$ cat config.mk
export PLATFORM = sky130hd
export DESIGN_NAME = scp_regs
export DESIGN_NICKNAME = d
export VERILOG_FILES = /design/src/common/scp_pkg.sv /design/src/common/scp_pump_if.sv /design/src/hw/scp_edge.sv /design/src/hw/scp_pump_decode.sv /design/src/hw/scp_regs.sv
export SDC_FILE = /design/constraint.sdc
export NUM_CORES = 1
export LEC_CHECK = 0
export ABC_AREA = 1
export BUFFER_PORTS_ARGS = -buffer_cell sky130_fd_sc_hd__buf_2
export CAP_MARGIN = 40
export CORE_MARGIN = 3
export CORE_UTILIZATION = 55
export CTS_CLUSTER_DIAMETER = 100
export DETAILED_ROUTE_END_ITERATION = 12
export GPL_TIMING_DRIVEN = 0
export PLACE_DENSITY = 0.71
export SKIP_CTS_REPAIR_TIMING = 1
export SLEW_MARGIN = 30
export SYNTH_ARGS = -nofsm -noshare
export SYNTH_HDL_FRONTEND = slang
export SYNTH_SLANG_ARGS = --single-unit
$ cat constraint.sdc
create_clock -name clk -period 5.1 [get_ports clk]
set_input_delay 0.51 -clock clk [delete_from_list [all_inputs] [get_ports clk]]
set_output_delay 0.51 -clock clk [all_outputs]
set_load 0.01 [all_outputs]
$ cat src/common/scp_pkg.sv
// constants and types for the serial config and pump control register bank
package scp_pkg;
  // ---------------------------------------------------------------
  // serial instruction format
  // ---------------------------------------------------------------
  localparam int INSTR_BITS = 16;
  localparam int DATA_BITS = 8;
  localparam int ADDR_W = 13;
  localparam int RW_BIT = 15;
  localparam logic [3:0] INSTR_LAST = 4'hF;
  localparam logic [2:0] DATA_LAST = 3'h7;
  localparam logic [ADDR_W-1:0] ADDR_STEP = 13'h0001;

  // ---------------------------------------------------------------
  // register offsets
  // ---------------------------------------------------------------
  localparam logic [ADDR_W-1:0] ADDR_SERIAL_CFG = 13'h0000;
  localparam logic [ADDR_W-1:0] ADDR_READBACK_SEL = 13'h0004;
  localparam logic [ADDR_W-1:0] ADDR_BUF_TRANSFER = 13'h0005;
  localparam logic [ADDR_W-1:0] ADDR_PUMP_CURRENT = 13'h000A;
  localparam logic [ADDR_W-1:0] ADDR_PUMP_CTRL = 13'h000B;
  localparam logic [ADDR_W-1:0] ADDR_ANTIBACKLASH = 13'h000D;

  // ---------------------------------------------------------------
  // field positions
  // ---------------------------------------------------------------
  localparam int CFG_LSB_FIRST = 6;
  localparam int CFG_SOFT_RESET = 5;
  localparam int READBACK_BIT = 0;
  localparam int UPDATE_BIT = 0;
  localparam int CTL_CUR_EN = 7;
  localparam int CTL_ABL_EN = 6;
  localparam int CTL_MODE_HI = 5;
  localparam int CTL_MODE_LO = 4;
  localparam int CTL_DISABLE = 3;
  localparam int CTL_FB_EDGE = 2;
  localparam int CTL_REF_EDGE = 1;
  localparam int CTL_VCO_MID = 0;
  localparam int ABL_HI = 7;
  localparam int ABL_LO = 6;

  // ---------------------------------------------------------------
  // reset values
  // ---------------------------------------------------------------
  localparam logic [7:0] RST_PUMP_CURRENT = 8'h80;
  localparam logic [7:0] RST_PUMP_CTRL = 8'h30;
  localparam logic [1:0] RST_ANTIBACKLASH = 2'h0;

  // ---------------------------------------------------------------
  // types
  // ---------------------------------------------------------------
  typedef enum logic [1:0] {
    PUMP_TRISTATE = 2'b00,
    PUMP_UP = 2'b01,
    PUMP_DOWN = 2'b10,
    PUMP_NORMAL = 2'b11
  } scp_pump_mode_type;

  typedef enum logic [1:0] {
    ABL_MIN = 2'b00,
    ABL_LOW = 2'b01,
    ABL_HIGH = 2'b10,
    ABL_MAX = 2'b11
  } scp_abl_type;

  typedef enum logic [1:0] {
    ST_IDLE = 2'b00,
    ST_INSTR = 2'b01,
    ST_DATA = 2'b10
  } scp_state_type;
endpackage

$ cat src/common/scp_pump_if.sv
// active pump control values passed from the register bank to the decoder
`timescale 1ns/1ps
interface scp_pump_if;
  logic [7:0] cur;
  logic [7:0] ctl;
  logic [1:0] abl;
  modport bank (output cur, output ctl, output abl);
  modport dec (input cur, input ctl, input abl);
endinterface

$ cat src/hw/scp_edge.sv
// serial clock edge and chip select detector
`timescale 1ns/1ps
module scp_edge (
  input wire logic clk,
  input wire logic reset,
  input wire logic sclk,
  input wire logic cs_n,
  output logic sel,
  output logic rise,
  output logic fall
);
  logic sclk_d_r;

  // previous serial clock level
  always_ff @(posedge clk or posedge reset) begin
    if (reset) begin
      sclk_d_r <= 1'b0;
    end else begin
      sclk_d_r <= sclk;
    end
  end

  // edges count only while the port is selected
  assign sel = ~cs_n;
  assign rise = sel & sclk & ~sclk_d_r;
  assign fall = sel & ~sclk & sclk_d_r;
endmodule

$ cat src/hw/scp_pump_decode.sv
// turns active pump register values into registered control outputs
`timescale 1ns/1ps
module scp_pump_decode (
  input wire logic clk,
  input wire logic reset,
  scp_pump_if.dec act,
  output logic [7:0] pump_current_code,
  output logic pump_current_spi_en,
  output scp_pkg::scp_pump_mode_type pump_mode,
  output logic abl_spi_en,
  output scp_pkg::scp_abl_type abl_period,
  output logic fb_edge_falling,
  output logic ref_edge_falling,
  output logic vco_force_mid
);
  import scp_pkg::*;

  // ---------------------------------------------------------------
  // decode
  // ---------------------------------------------------------------
  wire logic dis_w = act.ctl[CTL_DISABLE];
  wire logic [1:0] mode_w = act.ctl[CTL_MODE_HI:CTL_MODE_LO];
  wire scp_pump_mode_type mode_eff_w = dis_w ? PUMP_TRISTATE : scp_pump_mode_type'(mode_w);

  // registered outputs
  always_ff @(posedge clk or posedge reset) begin
    if (reset) begin
      pump_current_code <= RST_PUMP_CURRENT;
      pump_current_spi_en <= 1'b0;
      pump_mode <= PUMP_NORMAL;
      abl_spi_en <= 1'b0;
      abl_period <= ABL_MIN;
      fb_edge_falling <= 1'b0;
      ref_edge_falling <= 1'b0;
      vco_force_mid <= 1'b0;
    end else begin
      pump_current_code <= act.cur;
      pump_current_spi_en <= act.ctl[CTL_CUR_EN];
      pump_mode <= mode_eff_w;
      abl_spi_en <= act.ctl[CTL_ABL_EN];
      abl_period <= scp_abl_type'(act.abl);
      fb_edge_falling <= act.ctl[CTL_FB_EDGE];
      ref_edge_falling <= act.ctl[CTL_REF_EDGE];
      vco_force_mid <= act.ctl[CTL_VCO_MID];
    end
  end

  // ---------------------------------------------------------------
  // checks
  // ---------------------------------------------------------------
  a_disable_tristate: assert property (@(posedge clk) disable iff (reset)
    $past(act.ctl[CTL_DISABLE]) |-> pump_mode == PUMP_TRISTATE)
    else $error("disabled pump is not tristate");
  a_mode_follows: assert property (@(posedge clk) disable iff (reset)
    !$past(act.ctl[CTL_DISABLE]) |-> pump_mode == $past(act.ctl[CTL_MODE_HI:CTL_MODE_LO]))
    else $error("pump mode does not follow field");
  a_current_override: assert property (@(posedge clk) disable iff (reset)
    pump_current_spi_en == $past(act.ctl[CTL_CUR_EN]) && pump_current_code == $past(act.cur))
    else $error("pump current select wrong");
endmodule

$ cat src/hw/scp_regs.sv
// serial port, buffered update and pump control register bank
//
// Functional notes
// - The top bit of the serial configuration byte always reads zero, fixing the port to a shared data line.
// - Bit 6 of the configuration byte selects MSB-first (zero, reset) or LSB-first shifting of bits and bytes.
// - Writing one to bit 5 of the configuration byte restores every register to default and the bit self-clears.
// - Bit 4 of the configuration byte always reads one, as only the sixteen-bit instruction form exists.
// - Bits 3 to 0 of the configuration byte read back as a mirror of bits 7 to 4.
// - Buffered registers read their active value when readback select is zero and the buffer when it is one.
// - Writing one to the update bit copies all buffers into the active registers and the bit self-clears.
// - The eight-bit pump current field sets the current magnitude and resets to 0x80.
// - The pump current field only applies when control bit 7 is one, otherwise pins choose the current.
// - Control bit 6 picks automatic (zero) or programmed (one) antibacklash period.
// - The two-bit pump mode gives tristate, pump up, pump down or normal, resetting to normal.
// - The disable bit forces the pump to behave as tristate.
// - Control bit 2 picks rising (zero) or falling (one) feedback edges for the detector.
// - Control bit 1 picks rising (zero) or falling (one) reference edges for the detector.
// - Control bit 0 forces the oscillator control voltage to midscale.
// - The antibacklash field codes minimum, low, high, maximum, resets to minimum, and needs its enable.
`timescale 1ns/1ps
module scp_regs (
  input wire logic clk,
  input wire logic reset,
  input wire logic spi_sclk,
  input wire logic spi_cs_n,
  input wire logic spi_sdio_in,
  output logic spi_sdio_out,
  output logic spi_sdio_oe_n,
  output logic [7:0] pump_current_code,
  output logic pump_current_spi_en,
  output scp_pkg::scp_pump_mode_type pump_mode,
  output logic abl_spi_en,
  output scp_pkg::scp_abl_type abl_period,
  output logic fb_edge_falling,
  output logic ref_edge_falling,
  output logic vco_force_mid
);
  import scp_pkg::*;

  // ---------------------------------------------------------------
  // serial clock edges
  // ---------------------------------------------------------------
  logic sel;
  logic rise;
  logic fall;

  scp_edge u_edge (
    .clk(clk),
    .reset(reset),
    .sclk(spi_sclk),
    .cs_n(spi_cs_n),
    .sel(sel),
    .rise(rise),
    .fall(fall)
  );

  // ---------------------------------------------------------------
  // register state
  // ---------------------------------------------------------------
  logic lsb_first_r;
  logic soft_pend_r;
  logic rb_sel_r;
  logic upd_pend_r;
  logic [7:0] buf_cur_r;
  logic [7:0] buf_ctl_r;
  logic [1:0] buf_abl_r;
  logic [7:0] act_cur_r;
  logic [7:0] act_ctl_r;
  logic [1:0] act_abl_r;

  // ---------------------------------------------------------------
  // serial shifter state
  // ---------------------------------------------------------------
  scp_state_type state_r;
  scp_state_type state_nxt;
  logic [3:0] icnt_r;
  logic [2:0] dcnt_r;
  logic [INSTR_BITS-1:0] instr_r;
  logic [DATA_BITS-1:0] data_r;
  logic rw_r;
  logic [ADDR_W-1:0] addr_r;
  logic wr_go_r;
  logic [ADDR_W-1:0] wr_addr_r;
  logic [7:0] wr_data_r;
  logic sdio_out_r;
  logic oe_n_r;

  // bit positions follow the selected shift order
  wire logic [3:0] ibit_w = lsb_first_r ? icnt_r : INSTR_LAST - icnt_r;
  wire logic [2:0] dbit_w = lsb_first_r ? dcnt_r : DATA_LAST - dcnt_r;
  wire logic [ADDR_W-1:0] addr_next_w = lsb_first_r ? addr_r + ADDR_STEP : addr_r - ADDR_STEP;

  // instruction and data words with the bit arriving now merged in
  logic [INSTR_BITS-1:0] instr_w;
  logic [DATA_BITS-1:0] data_w;
  always_comb begin
    instr_w = instr_r;
    instr_w[ibit_w] = spi_sdio_in;
    data_w = data_r;
    data_w[dbit_w] = spi_sdio_in;
  end

  wire logic instr_done_w = rise && state_r == ST_INSTR && icnt_r == INSTR_LAST;
  wire logic byte_done_w = rise && state_r == ST_DATA && dcnt_r == DATA_LAST;

  // ---------------------------------------------------------------
  // shifter state machine
  // ---------------------------------------------------------------
  always_comb begin
    case (state_r)
      ST_IDLE: state_nxt = sel ? ST_INSTR : ST_IDLE;
      ST_INSTR: state_nxt = !sel ? ST_IDLE : (instr_done_w ? ST_DATA : ST_INSTR);
      ST_DATA: state_nxt = !sel ? ST_IDLE : ST_DATA;
      default: state_nxt = ST_IDLE;
    endcase
  end

  // state register
  always_ff @(posedge clk or posedge reset) begin
    if (reset) begin
      state_r <= ST_IDLE;
    end else begin
      state_r <= state_nxt;
    end
  end

  // bit counters restart with every select
  always_ff @(posedge clk or posedge reset) begin
    if (reset) begin
      icnt_r <= 4'h0;
      dcnt_r <= 3'h0;
    end else if (!sel || state_r == ST_IDLE) begin
      icnt_r <= 4'h0;
      dcnt_r <= 3'h0;
    end else if (rise && state_r == ST_INSTR) begin
      icnt_r <= icnt_r + 4'h1;
    end else if (rise && state_r == ST_DATA) begin
      dcnt_r <= dcnt_r + 3'h1; // wraps for streamed bytes
    end
  end

  // capture instruction and data bits
  always_ff @(posedge clk or posedge reset) begin
    if (reset) begin
      instr_r <= '0;
      data_r <= '0;
    end else if (rise && state_r == ST_INSTR) begin
      instr_r <= instr_w;
    end else if (rise && state_r == ST_DATA) begin
      data_r <= data_w;
    end
  end

  // direction and address, stepping after each streamed byte
  always_ff @(posedge clk or posedge reset) begin
    if (reset) begin
      rw_r <= 1'b0;
      addr_r <= '0;
    end else if (instr_done_w) begin
      rw_r <= instr_w[RW_BIT];
      addr_r <= instr_w[ADDR_W-1:0];
    end else if (byte_done_w) begin
      addr_r <= addr_next_w;
    end
  end

  // write strobe one cycle after the last data bit
  always_ff @(posedge clk or posedge reset) begin
    if (reset) begin
      wr_go_r <= 1'b0;
      wr_addr_r <= '0;
      wr_data_r <= 8'h00;
    end else begin
      wr_go_r <= byte_done_w && !rw_r;
      if (byte_done_w) begin
        wr_addr_r <= addr_r;
        wr_data_r <= data_w;
      end
    end
  end

  // ---------------------------------------------------------------
  // write decode
  // ---------------------------------------------------------------
  wire logic wr_cfg_w = wr_go_r && wr_addr_r == ADDR_SERIAL_CFG;
  wire logic wr_rb_w = wr_go_r && wr_addr_r == ADDR_READBACK_SEL;
  wire logic wr_upd_w = wr_go_r && wr_addr_r == ADDR_BUF_TRANSFER;
  wire logic wr_cur_w = wr_go_r && wr_addr_r == ADDR_PUMP_CURRENT;
  wire logic wr_ctl_w = wr_go_r && wr_addr_r == ADDR_PUMP_CTRL;
  wire logic wr_abl_w = wr_go_r && wr_addr_r == ADDR_ANTIBACKLASH;
  wire logic soft_set_w = wr_cfg_w && wr_data_r[CFG_SOFT_RESET];
  wire logic upd_set_w = wr_upd_w && wr_data_r[UPDATE_BIT];

  // self-clearing pulses; a new set wins over the clear, but a pending soft reset blocks an update set
  always_ff @(posedge clk or posedge reset) begin
    if (reset) begin
      soft_pend_r <= 1'b0;
      upd_pend_r <= 1'b0;
    end else begin
      soft_pend_r <= soft_set_w;
      upd_pend_r <= upd_set_w && !soft_pend_r;
    end
  end

  // configuration and readback select
  always_ff @(posedge clk or posedge reset) begin
    if (reset) begin
      lsb_first_r <= 1'b0;
      rb_sel_r <= 1'b0;
    end else if (soft_pend_r) begin
      lsb_first_r <= 1'b0;
      rb_sel_r <= 1'b0;
    end else begin
      if (wr_cfg_w) begin
        lsb_first_r <= wr_data_r[CFG_LSB_FIRST];
      end
      if (wr_rb_w) begin
        rb_sel_r <= wr_data_r[READBACK_BIT];
      end
    end
  end

  // buffer registers take host writes
  always_ff @(posedge clk or posedge reset) begin
    if (reset) begin
      buf_cur_r <= RST_PUMP_CURRENT;
      buf_ctl_r <= RST_PUMP_CTRL;
      buf_abl_r <= RST_ANTIBACKLASH;
    end else if (soft_pend_r) begin
      buf_cur_r <= RST_PUMP_CURRENT;
      buf_ctl_r <= RST_PUMP_CTRL;
      buf_abl_r <= RST_ANTIBACKLASH;
    end else begin
      if (wr_cur_w) begin
        buf_cur_r <= wr_data_r;
      end
      if (wr_ctl_w) begin
        buf_ctl_r <= wr_data_r;
      end
      if (wr_abl_w) begin
        buf_abl_r <= wr_data_r[ABL_HI:ABL_LO];
      end
    end
  end

  // active registers load from the buffers on update
  always_ff @(posedge clk or posedge reset) begin
    if (reset) begin
      act_cur_r <= RST_PUMP_CURRENT;
      act_ctl_r <= RST_PUMP_CTRL;
      act_abl_r <= RST_ANTIBACKLASH;
    end else if (soft_pend_r) begin
      act_cur_r <= RST_PUMP_CURRENT;
      act_ctl_r <= RST_PUMP_CTRL;
      act_abl_r <= RST_ANTIBACKLASH;
    end else if (upd_pend_r) begin
      act_cur_r <= buf_cur_r;
      act_ctl_r <= buf_ctl_r;
      act_abl_r <= buf_abl_r;
    end
  end

  // ---------------------------------------------------------------
  // read mux
  // ---------------------------------------------------------------
  wire logic [3:0] cfg_hi_w = {1'b0, lsb_first_r, soft_pend_r, 1'b1};
  wire logic [7:0] cfg_rd_w = {cfg_hi_w, cfg_hi_w};
  wire logic [7:0] cur_rd_w = rb_sel_r ? buf_cur_r : act_cur_r;
  wire logic [7:0] ctl_rd_w = rb_sel_r ? buf_ctl_r : act_ctl_r;
  wire logic [1:0] abl_rd_w = rb_sel_r ? buf_abl_r : act_abl_r;
  logic [7:0] rd_val_w;
  always_comb begin
    case (addr_r)
      ADDR_SERIAL_CFG: rd_val_w = cfg_rd_w;
      ADDR_READBACK_SEL: rd_val_w = {7'h00, rb_sel_r};
      ADDR_BUF_TRANSFER: rd_val_w = {7'h00, upd_pend_r};
      ADDR_PUMP_CURRENT: rd_val_w = cur_rd_w;
      ADDR_PUMP_CTRL: rd_val_w = ctl_rd_w;
      ADDR_ANTIBACKLASH: rd_val_w = {abl_rd_w, 6'h00};
      default: rd_val_w = 8'h00;
    endcase
  end

  // read data leaves on falling edges of the serial clock
  always_ff @(posedge clk or posedge reset) begin
    if (reset) begin
      sdio_out_r <= 1'b0;
      oe_n_r <= 1'b1;
    end else if (!sel) begin
      oe_n_r <= 1'b1;
    end else if (fall && state_r == ST_DATA && rw_r) begin
      sdio_out_r <= rd_val_w[dbit_w];
      oe_n_r <= 1'b0;
    end
  end

  assign spi_sdio_out = sdio_out_r;
  assign spi_sdio_oe_n = oe_n_r;

  // ---------------------------------------------------------------
  // pump decode
  // ---------------------------------------------------------------
  scp_pump_if act_if ();
  assign act_if.cur = act_cur_r;
  assign act_if.ctl = act_ctl_r;
  assign act_if.abl = act_abl_r;

  scp_pump_decode u_dec (
    .clk(clk),
    .reset(reset),
    .act(act_if),
    .pump_current_code(pump_current_code),
    .pump_current_spi_en(pump_current_spi_en),
    .pump_mode(pump_mode),
    .abl_spi_en(abl_spi_en),
    .abl_period(abl_period),
    .fb_edge_falling(fb_edge_falling),
    .ref_edge_falling(ref_edge_falling),
    .vco_force_mid(vco_force_mid)
  );

  // ---------------------------------------------------------------
  // checks
  // ---------------------------------------------------------------
  a_cfg_top_zero: assert property (@(posedge clk) disable iff (reset)
    cfg_rd_w[7] == 1'b0)
    else $error("config top bit not zero");
  a_cfg_bit_four: assert property (@(posedge clk) disable iff (reset)
    cfg_rd_w[4] == 1'b1 && cfg_rd_w[0] == 1'b1)
    else $error("config bit four not one");
  a_cfg_mirror: assert property (@(posedge clk) disable iff (reset)
    cfg_rd_w[3:0] == cfg_rd_w[7:4])
    else $error("config nibble not mirrored");
  a_soft_reset_done: assert property (@(posedge clk) disable iff (reset)
    soft_set_w |=> soft_pend_r ##1 (!soft_pend_r && !lsb_first_r && act_cur_r == RST_PUMP_CURRENT
      && buf_ctl_r == RST_PUMP_CTRL))
    else $error("soft reset did not restore defaults");
  a_update_copies: assert property (@(posedge clk) disable iff (reset)
    upd_pend_r && !soft_pend_r |=> act_cur_r == $past(buf_cur_r) && act_ctl_r == $past(buf_ctl_r))
    else $error("update did not copy buffers");
  a_update_selfclear: assert property (@(posedge clk) disable iff (reset)
    upd_pend_r && !upd_set_w |=> !upd_pend_r)
    else $error("update bit did not clear");
  a_active_holds: assert property (@(posedge clk) disable iff (reset)
    !upd_pend_r && !soft_pend_r |=> $stable(act_ctl_r) && $stable(act_abl_r))
    else $error("active register changed without update");
  a_readback_select: assert property (@(posedge clk) disable iff (reset)
    fall && state_r == ST_DATA && rw_r && addr_r == ADDR_PUMP_CTRL
      |=> spi_sdio_out == (rb_sel_r ? buf_ctl_r[$past(dbit_w)] : act_ctl_r[$past(dbit_w)]))
    else $error("readback selects wrong copy");
  a_order_msb: assert property (@(posedge clk) disable iff (reset)
    rise && state_r == ST_INSTR && icnt_r == 4'h0 && !lsb_first_r
      |=> instr_r[INSTR_BITS-1] == $past(spi_sdio_in))
    else $error("msb first order wrong");
endmodule

Yosys cells after proc, flatten, opt, wreduce, memory -nomap -nowiden
Cells that the tools add are included.

storage, ports and cells
  flip-flop bits (word level) = 129
  latch bits = 0
  memory bits (writable) = 0
  memory bits (read-only) = 0
  bits of input ports = 5
  output and inout port bits = 19
  word-level logic and storage cells = 147
  memories kept = 0

operators by class
  $add $sub $neg = 6
  $mul = 0
  divide/modulo/power cells = 0
  order comparisons = 4
  eq/ne operators = 15
  shift operators = 0
  mux-type cells = 46
  bitwise logic cells = 8
  reductions and logical operators = 37

operator list
  cell                                                  number
  2-to-1 mux 8 bit                                      10
  equality test 13 x 4 -> 1 bit, second input constant  6
  equality test 13 x 3 -> 1 bit, second input constant  4
  case mux 8 bit (6 select lines)                       1
  2-to-1 mux 13 bit                                     3
  logical NOT 13 bit                                    2
  nonzero test 2 bit                                    10
  logical AND 1 bit                                     18
  2-to-1 mux 2 bit                                      9
  bitwise mux 16 bit                                    1
  adder 13 x 1 -> 13 bit, second input constant         1
  subtractor 13 x 1 -> 13 bit, second input constant    1
  2-to-1 mux 3 bit                                      4
  2-to-1 mux 4 bit                                      3
  2-to-1 mux 1 bit                                      10
  bitwise mux 8 bit                                     1
  case mux 2 bit (3 select lines)                       1
  AND reduction 2 bit                                   3
  < comparator 4 x 5 -> 1 bit, second input constant    1
  adder 4 x 1 -> 4 bit, second input constant           1
  AND 1 bit                                             4
  demux 1 bit (select 4 bit)                            1
  equality test 4 bit, second input constant            1
  >= comparator 4 x 1 -> 1 bit, second input constant   1
  other kinds (15)                                      19

Depth between registers and ports, before layout
  depth after elaboration = 8
  mapped depth = 13
  depth with buffers taken out = 12

By module
A second synthesis with hierarchy kept.

second synthesis, totals
  cell total of the unflattened synthesis = 815
  area, all modules = 6,550.0 um^2

modules (own cells, without submodules)
  module           times used  cells an instance  area each (um^2)  sequential area each (um^2)
  scp_regs         1           786                6,054.6           2,736.4
  scp_pump_decode  1           22                 447.9             429.2
  scp_edge         1           7                  47.5              25.0

Worst setup path after synthesis
OpenSTA, ideal clock, no wires.

  path kind = flip-flop to flip-flop
  from = register lsb_first_r
  to = register addr_r[10]
  library setup time = 0.130 ns
  arrival time = 2.020 ns
  required time = 4.970 ns
  path slack = 2.950 ns
  stages on the path, launching flop included = 11
  path buffers = 1
  period minus slack after synthesis = 2.150 ns
  cell sequence = dfrtp_1 -> buf_6 -> inv_1 -> ha_1 -> a21oi_1 -> nor2_1 -> nor2_1 -> nand3_1 -> or2_2 -> nand3_1 -> o211ai_1

on the way
  word-level cells in the longest chain between the ends = 7
  elaborated cells on any way between the ends = 10
  those cells by class = 2 x order compare; 7 x mux; 1 x reduce/logical

ends and longest elaborated chain
  element                                                                                            line             text
  start, declared                                                                                    scp_regs.sv:60   logic lsb_first_r;
  start signal, assigned                                                                             scp_regs.sv:215  lsb_first_r <= wr_data_r[CFG_LSB_FIRST];
  2-to-1 mux 4 bit                                                                                   scp_regs.sv:89   wire logic [3:0] ibit_w = lsb_first_r ? icnt_r : INSTR_LAST - icnt_r;
  < comparator 4 x 5 -> 1 bit (implied by the code) or >= comparator 4 x 1 -> 1 bit (tied branches)  scp_regs.sv:98   instr_w[ibit_w] = spi_sdio_in;
  logical AND 1 bit (implied by the code)                                                            scp_regs.sv:98
  2-to-1 mux 1 bit (implied by the code)                                                             scp_regs.sv:98
  demux 1 bit (select 4 bit)                                                                         scp_regs.sv:98
  bitwise mux 16 bit                                                                                 scp_regs.sv:98
  2-to-1 mux 13 bit *                                                                                scp_regs.sv:159  end else if (instr_done_w) begin
  end signal, assigned                                                                               scp_regs.sv:161  addr_r <= instr_w[ADDR_W-1:0];
  end signal, assigned                                                                               scp_regs.sv:163  addr_r <= addr_next_w;
  end, declared                                                                                      scp_regs.sv:81   logic [ADDR_W-1:0] addr_r;

Every way passes the cells marked *; elsewhere a longest branch is shown, timed or not. The select of a mux whose other input is x is not followed.
A chain may end at the register's enable or synchronous reset.

Final worst setup path
  from = register lsb_first_r
  to = register addr_r[7]

Same word-level chain as after synthesis.

==> results.ini <==
[synthesis]
syn_nets = 821
synth_top_family_by_area = simple AND/OR/NAND/NOR gates
syn_area_per_cell_sq_um = 8.12
muxShareOfSynthArea_pct = 0.308
synth_top_flop_cell = dfrtp_1
synth_edf_count = 0
yosysWarnings = 0
ys_seq_area_share_pct = 49.0
postSynth.asyncResetShare_pct = 100
synth_compound_area_share_pct = 14.6
synth-xor-area-share_pct = 3.10
synth_cell_types = 42
synthSimpleGateAreaFrac_pct = 23.1
yosys_register_bits = 127
synth_fa_ha_area_share_pct = 3.00
synth_area_sq_um = 6510
syn_inst = 801

[layout]
diodes = 0
drive_above_1_share_pct = 10.5
regArea_sq_um = 3190
final_common_cell = nand2_1
multi_input_area_sq_um = 2870
area_growth_pct = 13.9
final_nets = 864
final_cells = 1000
final_cell_mix = nand2_1, dfrtp_1, o21ai_0
fillCellCount = 972

[setup_path]
cp_max_fo = 13
endpoint = addr_r[7]
start_kind = flip-flop
arrival_ns = 2.89
crit_type = reg2reg
startpoint = lsb_first_r
crit_required_ns = 5.40
worst-r2r-cell-count = 12
reg2reg_setup_slack_ns = 2.51
r2r_end = addr_r[7]
crit_path_end_kind = flip-flop
timing.rr.start = lsb_first_r

[clock_network]
htreeDepth = 4
cts-root-buf = clkbuf_16
clock_path_buffers = 2
cts.clk_slew.worst_paths_ns = 0.06
numCtsBuffers = 17
clock-sinks = 127
clk_latency_ns = 0.43
cts_tree = built

[die]
coreArea_sq_um = 11500
num_io_pins = 24
die_area_sq_um = 13200
rows = 39
die_height_um = 115
start_util_pct = 56.7
die-width_um = 115

[sta]
finalHoldViolations = 0
setup_viol = 0
timing.slew.headroom_pct = 62.1
max_freq_mhz = 387
slew_violations = 0
clock_skew_ns = 0.00820
post-route-min-period_ns = 2.59
whs_ns = 0.0957
rsz0062_at_grt = no
tightest_slew_ns = 0.569
finalSetupTns_ns = 0
fin_crit_sh_pct = 50.7

[hold_path]
hold_path.class = in2async

[global_routing]
grt-ovfl-total = 0
grt_first_pass_wirelength_mm = 27.0
grt_usage_pct = 26.3
grt_max_degree = 70
grt_antenna_before_repair = 0
grt_pass1_vias = 5417

[pwr]
peakVddDrop_uv = 284
p_leak_uw = 0.00346
power_uw = 2330
power.density_nw_per_um2 = 314

[placed_design]
gp_congestion = 0.987
portBuffers = 23
hpwl_mm = 11.7
place_inst = 968

[route]
final_antenna_net_count = 0
drtIter0Drc = 542
first_pass_iters = 5
wl_per_cell_um = 15.8
viasPerCell = 5.62
drc = 0
finalWirelength_mm = 15.8
num_vias = 5624

[job]
maxCapViolCount = 0

[status]
outcome = finished, final reports clean

==> Yosys cell counts (all sizes together) (5+ instances only) <==
master  instances  area, sq um
inv            86          323
o21ai          98          490
nor3            8         40.0
nand3          47          235
clkbuf         16         60.1
a21oi          38          190
o221ai          5         43.8
buf             9         53.8
a22oi           6         45.0
xnor2           5         81.3
ha             14          175
dfstp          10          263
nand4          18          119
dfrtp         117         2930
nor2           76          323
a31oi          12         75.1
xor2           12          120
nand2         200          756
==> flip-flops by register name (all words and copies together), names as in the netlist, 3 cells and up <==
register and cells:
instr_r 14, addr_r 13, wr_addr_r 13, act_ctl_r 8, act_cur_r 8, buf_ctl_r 8, buf_cur_r 8, data_r 8
u_dec.pump_current_code 8, wr_data_r 8, icnt_r 4, dcnt_r 3
==> final cells by class <==
cell class | count | share of cell area (%)
timing repair buffer | 24 | 1.93
multi-input combinational | 561 | 38.8
clock buffer | 24 | 6.64
tap | 143 | 2.41
sequential | 127 | 43.1
inverter | 88 | 4.56
clock inverter | 8 | 1.10
buffer | 25 | 1.54
==> where the power goes <==
part	total, uW	internal (uW)	switching, uW	leakage, uW
Clock	1160	722	439	0.000277
Sequential	1060	1040	17.6	0.00168
Combinational	109	38.7	69.8	0.00151
Total	2330	1800	526	0.00346
==> worst min path at each step <==
stage                             from                         end  cells past startpoint
after global routing             reset            u_dec.abl_spi_en                      2
after detailed placement  act_ctl_r[0]         u_dec.vco_force_mid                      0
after CTS                        reset         u_dec.abl_period[0]                      2
after global placement    act_cur_r[4]  u_dec.pump_current_code[4]                      0
after floorplan           act_abl_r[0]         u_dec.abl_period[0]                      0
final                            reset         u_dec.abl_period[0]                      2
==> per-layer routing <==
layer / track usage (%) / part of all wire (%) / vias up
met5: 0 / 0 / -
met4: 10.4 / 2.4 / 0
met3: 6.00 / 5.6 / 34
met2: 43.2 / 49 / 176
met1: 34.0 / 43 / 2674
li1: - / - / 2740
==> cell families after synthesis <==
kind of cell             after synthesis
buffers and inverters                113
AO/OA/AOI/OAI                        173
AND/OR/NAND/NOR                      354
adder cells (fa/ha/maj)               15
multiplexers                           2
flip-flops                           127
XOR/XNOR                              17
==> stage by stage <==
step | util [%] | worst slack [ns] | cell area (sq um)
floorplan | - | 1.22 | 6510
global placement | 59.3 | -0.106 | 6800
detailed placement | 59.6 | 2.55 | 6840
CTS | 64.6 | 2.51 | 7410
global route | 64.6 | 2.24 | 7410
finish | 64.6 | 2.51 | 7410
==> worst max-delay path, cell delays in order (launching register included) <==
cell and delay, ns:
dfrtp_1 0.45, buf_6 0.25, inv_1 0.29, ha_1 0.49, nand2_1 0.08, nand2_1 0.06
inv_1 0.04, o21ai_0 0.20, a21oi_1 0.11, o21ai_0 0.24, a21oi_1 0.09, o21ai_0 0.09
nand2_1 0.07
Note: power is estimated with default switching activity, not from simulation.
